$ cat config.mk
export PLATFORM = sky130hd
export DESIGN_NAME = pmc_ctrl
export DESIGN_NICKNAME = d
export VERILOG_FILES = /design/src/design/pmc_pkg.sv /design/src/design/pmc_ctrl.sv /design/src/design/pmc_sync.sv /design/src/design/pmc_idle_timer.sv
export SDC_FILE = /design/constraint.sdc
export NUM_CORES = 1
export LEC_CHECK = 0
export ABC_CLOCK_PERIOD_IN_PS = 6700
export BUFFER_PORTS_ARGS = -buffer_cell sky130_fd_sc_hd__buf_2
export CAP_MARGIN = 5
export CORE_AREA = 10 10 150 118
export CTS_BUF_LIST = sky130_fd_sc_hd__clkbuf_2 sky130_fd_sc_hd__clkbuf_4 sky130_fd_sc_hd__clkbuf_8
export CTS_CLUSTER_DIAMETER = 60
export DETAILED_ROUTE_END_ITERATION = 7
export DIE_AREA = 0 0 160 128
export PLACE_DENSITY = 0.77
export REMOVE_ABC_BUFFERS = 1
export SYNTH_ARGS = -nofsm -noshare
export SYNTH_HDL_FRONTEND = slang
export SYNTH_SLANG_ARGS = --single-unit
$ cat constraint.sdc
create_clock -name CORE_CLK -period 6.7 [get_ports CORE_CLK]
set_input_delay 0.67 -clock CORE_CLK [delete_from_list [all_inputs] [get_ports CORE_CLK]]
set_output_delay 0.67 -clock CORE_CLK [all_outputs]
set_load 0.05 [all_outputs]
$ cat src/design/pmc_pkg.sv
// Power mode controller: register map, encodings, timing and carrier types
// Functional notes
// - Chip is always in one of four states: power-down, standby, suspend, active.
// - Active: all peripherals usable, clocks set by register, unused ones disabled.
// - Standby is entered only on a firmware request, never autonomously.
// - Contact card is deactivated before standby takes effect.
// - Standby refused on host transfer, live wake, field detector off, no pad rail.
// - Standby runs remaining logic from the low-frequency oscillator clock.
// - Standby keeps main regulator low-power and enabled wake sources powered.
// - Setting picks pad regulator standby mode; low-power after reset.
// - Standby held while either temperature sensor is over its limit.
// - Interrupt raised after USB idle for more than 3 ms.
// - Suspend is entered only on a firmware request.
// - Contact card is deactivated before suspend takes effect.
// - Suspend blocked on host transfer, live wake, field detector off, no pad rail.
// - Suspend stops every clock source except the low-frequency oscillator.
// - Pad regulator goes low-power automatically in suspend; in standby it follows the setting.
// - Pad regulator off when its output is tied to ground.
// - Transmitter regulator level from five settings, 3.0 V to 4.75 V; can be off.
// - Each wake source has its own enable; only enabled sources wake.
package pmc_pkg;
  localparam int ADDR_W    = 8;
  localparam int DATA_W    = 32;
  localparam int STRB_W    = 4;
  localparam int WAKE_N    = 7;
  localparam int WAKE_EN_W = 8;
  localparam int EVT_W     = 3;
  // Register offsets
  localparam logic [ADDR_W-1:0] OFS_CTRL = 8'h00;
  localparam logic [ADDR_W-1:0] OFS_WAKE = 8'h04;
  localparam logic [ADDR_W-1:0] OFS_STAT = 8'h08;
  localparam logic [ADDR_W-1:0] OFS_EVT  = 8'h0C;
  localparam logic [1:0] RESP_OKAY   = 2'h0;
  localparam logic [1:0] RESP_SLVERR = 2'h2;
  // Wake enable bits and event bits
  localparam int WK_FIELD = 0;
  localparam int WK_TEMP  = 7;
  localparam int EVT_USB  = 0;
  localparam int EVT_SREF = 1;
  localparam int EVT_UREF = 2;
  // Reported power state and pad regulator modes
  localparam logic [1:0] PS_HPD  = 2'h0;
  localparam logic [1:0] PS_STBY = 2'h1;
  localparam logic [1:0] PS_SUSP = 2'h2;
  localparam logic [1:0] PS_ACT  = 2'h3;
  localparam logic [1:0] PAD_ACT = 2'h0;
  localparam logic [1:0] PAD_LP  = 2'h1;
  localparam logic [1:0] PAD_OFF = 2'h2;
  // Level codes 0..4 give 3.0, 3.3, 3.6, 4.5 and 4.75 V
  localparam logic [2:0] TX_LVL_MAX = 3'h4;
  localparam logic [WAKE_EN_W-1:0] WAKE_EN_RST = 8'h00;
  localparam logic [DATA_W-1:0]    CTRL_RST    = 32'h00FF_0004;
  // USB idle time
  localparam int CLK_MHZ      = 125;
  localparam int USB_IDLE_MS  = 3;
  localparam int USB_IDLE_CYC = USB_IDLE_MS * 1000 * CLK_MHZ;
  localparam int IDLE_CNT_W   = 20;

  typedef enum logic [2:0] {ST_HPD, ST_ACTIVE, ST_DEACT, ST_STANDBY, ST_SUSPEND} pmc_state_t;

  typedef struct packed {
    logic [7:0] rsv0;
    logic [7:0] pclk_en;
    logic [1:0] rsv1;
    logic [1:0] sysclk_div;
    logic [1:0] temp_lim1;
    logic [1:0] temp_lim0;
    logic       tx_off;
    logic [2:0] tx_level;
    logic [1:0] pad_stby;
    logic       susp_req;
    logic       stby_req;
  } pmc_ctrl_t;

  typedef struct packed {
    logic [25:0] rsv;
    logic [1:0]  temp_over;
    logic        pad_gnd;
    logic        deact_busy;
    logic [1:0]  pstate;
  } pmc_stat_t;

  typedef struct packed {
    logic              host_busy;
    logic              field_det_on;
    logic              pad_supply_rail_ok;
    logic              pad_regulator_output_gnd;
    logic              usb_act;
    logic              ct_deact_done;
    logic              hpd_req;
    logic [1:0]        temp_over;
    logic [WAKE_N-1:0] wake_evt;
  } pmc_sense_t;

  typedef struct packed {
    logic [1:0]           pstate;
    logic                 low_freq_osc_clock_sel;
    logic                 hf_clk_stop;
    logic                 main_core_regulator_lp;
    logic [1:0]           pad_supply_regulator_mode;
    logic [2:0]           transmitter_supply_regulator_level;
    logic                 transmitter_supply_regulator_en;
    logic [1:0]           temp_lim0;
    logic [1:0]           temp_lim1;
    logic [1:0]           sysclk_div;
    logic [7:0]           periph_clk_en;
    logic [WAKE_EN_W-1:0] wake_src_en;
    logic                 ct_deact_req;
    logic                 usb_idle_irq;
  } pmc_pwr_t;
endpackage : pmc_pkg

$ cat src/design/pmc_ctrl.sv
// Power mode controller: AXI4-Lite registers, power state sequencing, regulator controls
`timescale 1ns/1ps
module pmc_ctrl #(
  parameter int USB_IDLE_CYCLES = pmc_pkg::USB_IDLE_CYC
) (
  input  wire logic                          CORE_CLK,
  input  wire logic                          NRST,
  input  wire logic                          AWVALID,
  output logic                               AWREADY,
  input  wire logic [pmc_pkg::ADDR_W-1:0]    AWADDR,
  input  wire logic                          WVALID,
  output logic                               WREADY,
  input  wire logic [pmc_pkg::DATA_W-1:0]    WDATA,
  input  wire logic [pmc_pkg::STRB_W-1:0]    WSTRB,
  output logic                               BVALID,
  input  wire logic                          BREADY,
  output logic      [1:0]                    BRESP,
  input  wire logic                          ARVALID,
  output logic                               ARREADY,
  input  wire logic [pmc_pkg::ADDR_W-1:0]    ARADDR,
  output logic                               RVALID,
  input  wire logic                          RREADY,
  output logic      [pmc_pkg::DATA_W-1:0]    RDATA,
  output logic      [1:0]                    RRESP,
  input  wire pmc_pkg::pmc_sense_t           SENSE,
  output pmc_pkg::pmc_pwr_t                  PWR
);
  import pmc_pkg::*;

  logic                 rst_meta_q;
  logic                 rst_n_q;
  pmc_sense_t           sense_s;
  logic                 aw_got_q;
  logic                 w_got_q;
  logic [ADDR_W-1:0]    awaddr_q;
  logic [DATA_W-1:0]    wdata_q;
  logic [STRB_W-1:0]    wstrb_q;
  logic [DATA_W-1:0]    wmask;
  logic                 aw_hs;
  logic                 w_hs;
  logic                 ar_hs;
  logic                 wr_go;
  logic                 aw_got_d;
  logic                 w_got_d;
  logic                 bvalid_d;
  logic                 rvalid_d;
  logic                 wr_ctrl;
  logic                 wr_wake;
  logic                 wr_evt;
  logic                 wr_map;
  logic                 rd_map;
  logic [DATA_W-1:0]    rd_val;
  pmc_ctrl_t            ctrl_q;
  pmc_ctrl_t            ctrl_w;
  pmc_ctrl_t            ctrl_c;
  logic [WAKE_EN_W-1:0] wake_en_q;
  logic [EVT_W-1:0]     evt_q;
  logic [EVT_W-1:0]     evt_set;
  logic [EVT_W-1:0]     evt_clr;
  pmc_stat_t            stat;
  pmc_state_t           state_q;
  pmc_state_t           state_d;
  logic                 tgt_susp_q;
  logic                 temp_seen_q;
  logic                 stby_p;
  logic                 susp_p;
  logic                 wake_hit;
  logic                 blocked;
  logic                 temp_any;
  logic                 temp_exit;
  logic                 ref_s;
  logic                 ref_u;
  logic                 lp_d;
  logic                 idle_hit;
  pmc_pwr_t             pwr_d;

  // Reset is asserted at once and released through two flops
  always_ff @(posedge CORE_CLK or negedge NRST) begin
    if (!NRST) begin
      rst_meta_q <= 1'b0;
      rst_n_q    <= 1'b0;
    end else begin
      rst_meta_q <= 1'b1;
      rst_n_q    <= rst_meta_q;
    end
  end

  // Status pins come from other power domains
  pmc_sync #(
    .W ($bits(pmc_sense_t))
  ) u_sync (
    .clk   (CORE_CLK),
    .rst_n (rst_n_q),
    .d     (SENSE),
    .q     (sense_s)
  );

  pmc_idle_timer #(
    .LIMIT (USB_IDLE_CYCLES)
  ) u_idle (
    .clk   (CORE_CLK),
    .rst_n (rst_n_q),
    .act   (sense_s.usb_act),
    .hit   (idle_hit)
  );

  // Bus handshakes; address and data may arrive in either order
  assign aw_hs    = AWVALID && AWREADY;
  assign w_hs     = WVALID && WREADY;
  assign ar_hs    = ARVALID && ARREADY;
  assign wr_go    = aw_got_q && w_got_q;
  assign aw_got_d = aw_hs || (aw_got_q && !wr_go);
  assign w_got_d  = w_hs || (w_got_q && !wr_go);
  assign bvalid_d = wr_go || (BVALID && !BREADY);
  assign rvalid_d = ar_hs || (RVALID && !RREADY);

  // Byte lane mask from the write strobes
  for (genvar i = 0; i < STRB_W; i++) begin : g_lane
    assign wmask[i*8 +: 8] = {8{wstrb_q[i]}};
  end

  // Write channel: hold each half until both are in, then answer
  always_ff @(posedge CORE_CLK or negedge rst_n_q) begin
    if (!rst_n_q) begin
      aw_got_q <= 1'b0;
      w_got_q  <= 1'b0;
      awaddr_q <= '0;
      wdata_q  <= '0;
      wstrb_q  <= '0;
      AWREADY  <= 1'b0;
      WREADY   <= 1'b0;
      BVALID   <= 1'b0;
      BRESP    <= RESP_OKAY;
    end else begin
      aw_got_q <= aw_got_d;
      w_got_q  <= w_got_d;
      AWREADY  <= !aw_got_d && !bvalid_d;
      WREADY   <= !w_got_d && !bvalid_d;
      BVALID   <= bvalid_d;
      if (aw_hs) begin
        awaddr_q <= AWADDR;
      end
      if (w_hs) begin
        wdata_q <= WDATA;
        wstrb_q <= WSTRB;
      end
      if (wr_go) begin
        BRESP <= wr_map ? RESP_OKAY : RESP_SLVERR;
      end
    end
  end

  // Write decode; the status register accepts and ignores writes
  assign wr_ctrl = wr_go && (awaddr_q == OFS_CTRL);
  assign wr_wake = wr_go && (awaddr_q == OFS_WAKE);
  assign wr_evt  = wr_go && (awaddr_q == OFS_EVT);
  assign wr_map  = (awaddr_q == OFS_CTRL) || (awaddr_q == OFS_WAKE) ||
                   (awaddr_q == OFS_STAT) || (awaddr_q == OFS_EVT);

  // Read mux; unmapped reads return zero with an error answer
  always_comb begin
    rd_map = 1'b1;
    case (ARADDR)
      OFS_CTRL: rd_val = ctrl_q;
      OFS_WAKE: rd_val = DATA_W'(wake_en_q);
      OFS_STAT: rd_val = stat;
      OFS_EVT:  rd_val = DATA_W'(evt_q);
      default: begin
        rd_val = '0;
        rd_map = 1'b0;
      end
    endcase
  end

  // Read channel: one answer per address, next address after it is taken
  always_ff @(posedge CORE_CLK or negedge rst_n_q) begin
    if (!rst_n_q) begin
      ARREADY <= 1'b0;
      RVALID  <= 1'b0;
      RDATA   <= '0;
      RRESP   <= RESP_OKAY;
    end else begin
      ARREADY <= !rvalid_d;
      RVALID  <= rvalid_d;
      if (ar_hs) begin
        RDATA <= rd_val;
        RRESP <= rd_map ? RESP_OKAY : RESP_SLVERR;
      end
    end
  end

  // Control word after byte merge; request bits are strobes, never stored
  assign ctrl_w = (ctrl_q & ~wmask) | (wdata_q & wmask);
  assign stby_p = wr_ctrl && ctrl_w.stby_req;
  assign susp_p = wr_ctrl && ctrl_w.susp_req;

  always_comb begin
    ctrl_c          = ctrl_w;
    ctrl_c.stby_req = 1'b0;
    ctrl_c.susp_req = 1'b0;
    ctrl_c.rsv0     = '0;
    ctrl_c.rsv1     = '0;
    // Only five output levels exist; larger codes are held at the top one
    if (ctrl_w.tx_level > TX_LVL_MAX) begin
      ctrl_c.tx_level = TX_LVL_MAX;
    end
  end

  // Control and wake enable registers
  always_ff @(posedge CORE_CLK or negedge rst_n_q) begin
    if (!rst_n_q) begin
      ctrl_q    <= CTRL_RST;
      wake_en_q <= WAKE_EN_RST;
    end else begin
      if (wr_ctrl) begin
        ctrl_q <= ctrl_c;
      end
      if (wr_wake) begin
        wake_en_q <= (wake_en_q & ~wmask[WAKE_EN_W-1:0]) |
                     (wdata_q[WAKE_EN_W-1:0] & wmask[WAKE_EN_W-1:0]);
      end
    end
  end

  // Entry checks shared by standby and suspend
  assign wake_hit  = |(sense_s.wake_evt & wake_en_q[WAKE_N-1:0]);
  assign blocked   = sense_s.host_busy || wake_hit ||
                     (wake_en_q[WK_FIELD] && !sense_s.field_det_on) ||
                     !sense_s.pad_supply_rail_ok;
  assign temp_any  = |sense_s.temp_over;
  assign temp_exit = wake_en_q[WK_TEMP] && temp_seen_q;

  // Refused at request time or again when card shutdown completes
  assign ref_s = blocked && ((state_q == ST_ACTIVE && stby_p) ||
                 (state_q == ST_DEACT && sense_s.ct_deact_done && !tgt_susp_q));
  assign ref_u = blocked && ((state_q == ST_ACTIVE && susp_p && !stby_p) ||
                 (state_q == ST_DEACT && sense_s.ct_deact_done && tgt_susp_q));

  // Power state sequencing; power-down request overrides everything
  always_comb begin
    state_d = state_q;
    case (state_q)
      ST_ACTIVE: begin
        if ((stby_p || susp_p) && !blocked) begin
          state_d = ST_DEACT;
        end
      end
      ST_DEACT: begin
        if (sense_s.ct_deact_done) begin
          if (blocked) begin
            state_d = ST_ACTIVE;
          end else if (tgt_susp_q) begin
            state_d = ST_SUSPEND;
          end else begin
            state_d = ST_STANDBY;
          end
        end
      end
      ST_STANDBY: begin
        if (!temp_any && (wake_hit || temp_exit)) begin
          state_d = ST_ACTIVE;
        end
      end
      ST_SUSPEND: begin
        if (wake_hit) begin
          state_d = ST_ACTIVE;
        end
      end
      ST_HPD: begin
        if (!sense_s.hpd_req) begin
          state_d = ST_ACTIVE;
        end
      end
      default: state_d = ST_HPD;
    endcase
    if (sense_s.hpd_req) begin
      state_d = ST_HPD;
    end
  end

  // State, target and overheat memory
  always_ff @(posedge CORE_CLK or negedge rst_n_q) begin
    if (!rst_n_q) begin
      state_q     <= ST_ACTIVE;
      tgt_susp_q  <= 1'b0;
      temp_seen_q <= 1'b0;
    end else begin
      state_q     <= state_d;
      // Standby wins when both requests land together
      if (state_q == ST_ACTIVE && (stby_p || susp_p)) begin
        tgt_susp_q <= !stby_p;
      end
      // Remembers an overheat so a cool-down can end standby
      temp_seen_q <= (state_d == ST_STANDBY) && (temp_seen_q || temp_any);
    end
  end

  // Sticky events; a new event wins over a clear in the same cycle
  always_comb begin
    evt_set           = '0;
    evt_set[EVT_USB]  = idle_hit;
    evt_set[EVT_SREF] = ref_s;
    evt_set[EVT_UREF] = ref_u;
    evt_clr = wr_evt ? (wdata_q[EVT_W-1:0] & wmask[EVT_W-1:0]) : '0;
  end

  always_ff @(posedge CORE_CLK or negedge rst_n_q) begin
    if (!rst_n_q) begin
      evt_q <= '0;
    end else begin
      evt_q <= (evt_q & ~evt_clr) | evt_set;
    end
  end

  // Status word
  always_comb begin
    stat            = '0;
    stat.pstate     = PWR.pstate;
    stat.deact_busy = (state_q == ST_DEACT);
    stat.pad_gnd    = sense_s.pad_regulator_output_gnd;
    stat.temp_over  = sense_s.temp_over;
  end

  // Controls follow the next state so they register together with it
  assign lp_d = (state_d == ST_STANDBY) || (state_d == ST_SUSPEND);

  always_comb begin
    pwr_d = '0;
    case (state_d)
      ST_STANDBY: pwr_d.pstate = PS_STBY;
      ST_SUSPEND: pwr_d.pstate = PS_SUSP;
      ST_HPD:     pwr_d.pstate = PS_HPD;
      default:    pwr_d.pstate = PS_ACT;
    endcase
    pwr_d.low_freq_osc_clock_sel = lp_d;
    pwr_d.hf_clk_stop = (state_d == ST_SUSPEND) || (state_d == ST_HPD);
    pwr_d.main_core_regulator_lp = lp_d || (state_d == ST_HPD);
    // Grounded output means an external pad supply, so the regulator must stay off
    if (sense_s.pad_regulator_output_gnd || state_d == ST_HPD) begin
      pwr_d.pad_supply_regulator_mode = PAD_OFF;
    end else if (state_d == ST_STANDBY) begin
      pwr_d.pad_supply_regulator_mode = ctrl_q.pad_stby;
    end else if (state_d == ST_SUSPEND) begin
      pwr_d.pad_supply_regulator_mode = PAD_LP;
    end else begin
      pwr_d.pad_supply_regulator_mode = PAD_ACT;
    end
    pwr_d.transmitter_supply_regulator_level = ctrl_q.tx_level;
    pwr_d.transmitter_supply_regulator_en = !ctrl_q.tx_off && (state_d != ST_HPD);
    pwr_d.temp_lim0 = ctrl_q.temp_lim0;
    pwr_d.temp_lim1 = ctrl_q.temp_lim1;
    // Peripheral clocks only run while the core is awake
    if (state_d == ST_ACTIVE || state_d == ST_DEACT) begin
      pwr_d.sysclk_div    = ctrl_q.sysclk_div;
      pwr_d.periph_clk_en = ctrl_q.pclk_en;
    end
    pwr_d.wake_src_en  = (state_d == ST_HPD) ? '0 : wake_en_q;
    pwr_d.ct_deact_req = (state_d == ST_DEACT);
    pwr_d.usb_idle_irq = evt_q[EVT_USB] || idle_hit;
  end

  always_ff @(posedge CORE_CLK or negedge rst_n_q) begin
    if (!rst_n_q) begin
      PWR <= '0;
    end else begin
      PWR <= pwr_d;
    end
  end
endmodule : pmc_ctrl

$ cat src/design/pmc_sync.sv
// Two-flop synchroniser for pin-level status inputs
`timescale 1ns/1ps
module pmc_sync #(
  parameter int W = 1
) (
  input  wire logic         clk,
  input  wire logic         rst_n,
  input  wire logic [W-1:0] d,
  output logic      [W-1:0] q
);
  logic [W-1:0] meta_q;

  // First stage feeds only the second stage
  always_ff @(posedge clk or negedge rst_n) begin
    if (!rst_n) begin
      meta_q <= '0;
      q      <= '0;
    end else begin
      meta_q <= d;
      q      <= meta_q;
    end
  end
endmodule : pmc_sync

$ cat src/design/pmc_idle_timer.sv
// USB idle timer: one pulse once the port has been quiet past the limit
`timescale 1ns/1ps
module pmc_idle_timer #(
  parameter int LIMIT = pmc_pkg::USB_IDLE_CYC
) (
  input  wire logic clk,
  input  wire logic rst_n,
  input  wire logic act,
  output logic      hit
);
  import pmc_pkg::*;
  localparam logic [IDLE_CNT_W-1:0] LIM = IDLE_CNT_W'(LIMIT);

  logic [IDLE_CNT_W-1:0] cnt_q;

  // Saturates one past the limit so a long silence fires only once
  always_ff @(posedge clk or negedge rst_n) begin
    if (!rst_n) begin
      cnt_q <= '0;
    end else if (act) begin
      cnt_q <= '0;
    end else if (cnt_q <= LIM) begin
      cnt_q <= cnt_q + 1'b1;
    end
  end

  // Quiet for more than the limit
  always_ff @(posedge clk or negedge rst_n) begin
    if (!rst_n) begin
      hit <= 1'b0;
    end else begin
      hit <= !act && (cnt_q == LIM);
    end
  end
endmodule : pmc_idle_timer

Word-level counts from Yosys, hierarchy flattened
Index checks and enable logic that the tools add are counted.
Storage, ports and cells
  register bits after elaboration: 204
  input bits: 75
Operators by class
  add/sub/neg operators: 1
  magnitude comparators: 2
  eq/ne operators: 15
  mux-type cells: 22
  bitwise gates (word level): 13
  reductions and logical operators: 76
Operators by type and width (count)
  24-bit case mux with 4 select lines: 1
  24-bit bitwise AND: 2
  20-bit two-way mux: 2
  8-bit by 4-bit equality test with 1-bit output (second input constant): 4
  1-bit logical AND: 31
  3-bit two-way mux: 9
  24-bit inverter: 1
  24-bit OR: 1
  1-bit logical OR: 21
  20-bit by 1-bit adder with 20-bit output (second input constant): 1
  20-bit by 19-bit equality test with 1-bit output (second input constant): 1
  20-bit by 19-bit less-or-equal comparator with 1-bit output (second input constant): 1
  8-bit bitwise AND: 2
  8-bit by 3-bit equality test with 1-bit output (second input constant): 2
  8-bit logical NOT: 2
  1-bit logical NOT: 15
  3-bit case mux with 5 select lines: 1
  3-bit by 2-bit equality test with 1-bit output (second input constant): 4
  10-bit two-way mux: 1
  2-bit two-way mux: 4
  8-bit two-way mux: 1
  8-bit inverter: 1
  8-bit OR: 1
  7-bit bitwise AND: 1
  14 further kinds: 19

Depth between registers and ports, before layout
  depth in word-level cells: 14
  depth in mapped cells: 9
  gate-level depth less buffers: 8

Hierarchy
From an unflattened synthesis, not the netlist that was laid out.
Unflattened totals
  cells, all modules: 559
  area, all modules: 7382.1 µm²
Modules (own cells, without submodules)
  pmc_ctrl: instances 1, cells an instance 399, area an instance 5381.4 µm², sequential area each 3440.8 µm²
  pmc_idle_timer: instances 1, cells an instance 128, area an instance 1199.9 µm², sequential area each 525.5 µm²
  pmc_sync: instances 1, cells an instance 32, area an instance 800.8 µm², sequential area each 800.8 µm²

Least setup slack after synthesis
OpenSTA, ideal clock, no wires.
  path kind: register to register
  start: reg awaddr_q[0]
  end: reg PWR[10] (netlist name)
  data arrival time: 2.064 ns
  required time: 6.637 ns
  path slack: 4.573 ns
  cell stages (with the launch flop): 9
  buffers on the path: 1
  clock period less this slack: 2.127 ns
  path through: dfrtp_1 or4_4 nor4_4 o2bb2ai_2 a31oi_4 clkinv_4 mux2i_1 buf_6 and2_4
RTL lines
  start: declaration: line pmc_ctrl.sv:35  | logic [ADDR_W-1:0] awaddr_q;
  start signal: assignment: line pmc_ctrl.sv:127  | awaddr_q <= '0;
  start signal: assignment: line pmc_ctrl.sv:141  | awaddr_q <= AWADDR;
  end signal: assignment: line pmc_ctrl.sv:366  | PWR <= pwr_d;
  end: declaration: line pmc_ctrl.sv:26  | output pmc_pkg::pmc_pwr_t PWR

==> flow_metrics.env <==
export IMPL_final_area_sq_um=8576
export IMPL_drt_pass1_iterations=4
export IMPL_syn2layout_area_growth_pct=16.52
export IMPL_hold_viol=0
export IMPL_drtIter0Drc=368
export IMPL_reg2reg_to="PWR[18]$_DFF_PN0_"
export IMPL_power_mw=2.580
export IMPL_rsz0062_at_grt="false"
export IMPL_finalWorstSetupSlack_ps=3977
export IMPL_port_buffer_count=127
export IMPL_synth_common_cells="dfrtp_1, mux2_2, nor2_1"
export IMPL_fmax_ghz=0.3673
export IMPL_die_area_sq_um=20480
export IMPL_max_slew_margin_rel_pct=31.87
export IMPL_die_w_um=160
export IMPL_die_height_um=128
export IMPL_clock_latency_ps=450
export IMPL_hold_buffers=1
export IMPL_status="finished, final reports clean"
export IMPL_crit_fanout=11
export IMPL_placed_area_sq_um=8177
export IMPL_cp_depth=8
export IMPL_crit_family="simple AND/OR/NAND/NOR gates"
export IMPL_drive_gt1_share_pct=37.46
export IMPL_vias=4664
export IMPL_root_buffer="clkbuf_8"
export IMPL_track_usage_pct=15.98
export IMPL_grt_overflow_total=0
export IMPL_synth_top_area_share_pct=61.20
export IMPL_clock_sinks=190
export IMPL_grt_start_max_net_pins=80
export IMPL_synth_edf_count=0
export IMPL_antenna_left=0
export IMPL_hpwl_um=11960
export IMPL_crit_type="register to register"
export IMPL_worst_setup_path_start_kind="register"
export IMPL_clock_skew_ps=18.56
export IMPL_p_leak_nw=4.191
export IMPL_tns_ps=0
export IMPL_pwr_density_cell_nw_per_um2=300.9
export IMPL_mappedNetlistArea_sq_um=7360
export IMPL_reg2reg_depth=8
export IMPL_critPathCaptureType="register"
export IMPL_synthCells=554
export IMPL_maxSlewViolCount=0
export IMPL_ioPinCount=151
export IMPL_ys_types=66
export IMPL_vias_per_cell=5.125
export IMPL_num_nets_final=766
export IMPL_clk_path_buf_depth=2
export IMPL_yosysMostFrequentCell="dfrtp_1"
export IMPL_cts_htree_levels=4
export IMPL_coreArea_sq_um=14830
export IMPL_yosysWarnings=0
export IMPL_seq_area_frac_synth_pct=64.77
export IMPL_synth_area_top_cells="dfrtp_1, mux2_2, dfstp_2"
export IMPL_antenna_found_initial=5
export IMPL_final_cells=910
export IMPL_min_period_ps=2723
export IMPL_tritoncts="built"
export IMPL_wl_per_cell_um=17.83
export IMPL_hold_class="register to async pin"
export IMPL_grt_pass1_vias=4958
export IMPL_rrSetupSlack_ps=3980
export IMPL_synth_top_area_cell="dfrtp_1"
export IMPL_worst_pin_slew_ps=1016
export IMPL_ys_seq_elements=190
export IMPL_ir_worst_vdd_mv=0.2790
export IMPL_async_flop_share_pct=100.0
export IMPL_num_rows=39
export IMPL_cts_buffers=17
export IMPL_worst_path_max_delay_cell="a222oi_1"
export IMPL_initial_core_util_pct=49.61
export IMPL_crit_chain="a222oi_1, nand3_1, and2b_1, a31oi_4, clkinv_4, mux2i_1, buf_4, and2_4"
export IMPL_wl_um=16230
export IMPL_dp_cells=874
export IMPL_critical_path_required_ps=7090
export IMPL_post_cts_setup_buffers=0
export IMPL_clkTransAtPathRegs_ps=90
export IMPL_cpPeakStageDelay_ps=570
export IMPL_drv_cap=0
export IMPL_cts_resized_gates=0
export IMPL_synth_area_per_cell_sq_um=13.28
export IMPL_synth_flop_cell="dfrtp_1"
export IMPL_drc_errors=0
export IMPL_grt_pass1_wl_um=26010
export IMPL_cp_num_buf_inv=2
export IMPL_finalCritPeriodShare_pct=40.64
export IMPL_setup_violations=0
export IMPL_crit_end="PWR[18]$_DFF_PN0_"
export IMPL_place_congestion=0.8618
export IMPL_critPathArrivalTime_ps=3110
export IMPL_place_worst_setup_slack_ps=4041
kinds of logic after synthesis:
logic type      share of synthesized area, %
buf+inv                                2.992
simple gates                           11.70
mux                                    10.46
xor+xnor                               1.428
fa+ha+maj                             0.3400
flops                                  64.77
other cells                           0.1020
compound gates                         8.212
power by group:
group	total (mW)	internal (mW)	switching (mW)	leakage, nW
Sequential	1.44	1.31	0.122	2.42
Combinational	0.427	0.177	0.250	1.57
Clock	0.718	0.338	0.380	0.199
Total	2.58	1.83	0.752	4.19
worst reg2reg max path, stage by stage (launching register included):
cell and delay (ps):
dfrtp_1 460, a222oi_1 570, nand3_1 250, and2b_1 440, a31oi_4 170, clkinv_4 120, mux2i_1 250, buf_4 240
and2_4 160
final cells by class:
type                       instances  area (sq um)
multi-input combinational        332          2419
inverter                          16         65.06
sequential                       190          4771
tap                              205         256.5
clock buffer                      24         299.0
antenna                            3         7.507
fill                            1254          6259
timing repair buffer             132         675.6
clock inverter                     8         82.58
metrics by stage:
step / hold slack, ps / utilization, %
floorplan: 331.2 / -
CTS: 290.9 / 57.76
detailed placement: 325.9 / 55.12
global route: 273.4 / 57.79
global placement: 312.1 / 55.12
finish: 313.5 / 57.81
worst min-delay path by stage:
stage	startpoint	endpoint	slack (ps)
final	rst_n_q$_DFF_PN0_	async pin	310
after global placement	rst_n_q$_DFF_PN0_	wdata_q[13]$_DFFE_PN0P_	310
after detailed placement	rst_n_q$_DFF_PN0_	wdata_q[12]$_DFFE_PN0P_	330
after floorplan	rst_meta_q$_DFF_PN0_	rst_n_q$_DFF_PN0_	330
after CTS	SENSE[10]	u_sync.meta_q[10]$_DFF_PN0_	290
after global routing	SENSE[5]	u_sync.meta_q[5]$_DFF_PN0_	270
cells in the final DEF (no fill, tap or decap), drive strengths merged, types with 2 or more instances in the layout:
| cell | count |
|---|---|
| a211oi | 2 |
| mux2i | 6 |
| nand2b | 5 |
| nor2b | 6 |
| dfrtp | 180 |
| nor3 | 7 |
| or2 | 7 |
| mux2 | 61 |
| conb | 13 |
| or4 | 2 |
| nand4 | 3 |
| ha | 2 |
| nor3b | 3 |
| xor2 | 3 |
| nor2 | 36 |
| or3 | 4 |
| and2 | 20 |
| a41oi | 2 |
| nand2 | 30 |
| and3 | 4 |
| o31ai | 3 |
| a21oi | 24 |
| diode | 3 |
| inv | 17 |
| buf | 131 |
| nor4 | 4 |
| dfstp | 10 |
| clkbuf | 24 |
| and4 | 2 |
| nand3 | 13 |
| a21o | 2 |
| clkinv | 5 |
| a31oi | 3 |
| a22oi | 4 |
| xnor2 | 9 |
| o21ai | 17 |
| a22o | 17 |
per-layer routing:
layer	share of wire [%]	track usage [%]	vias to the layer above
met3	6.8	5.841	16
met2	48	24.94	137
met5	0.043	0	-
li1	-	-	2179
met4	1.2	5.765	2
met1	44	20.19	2330
Note: power is estimated with default switching activity, not from simulation.
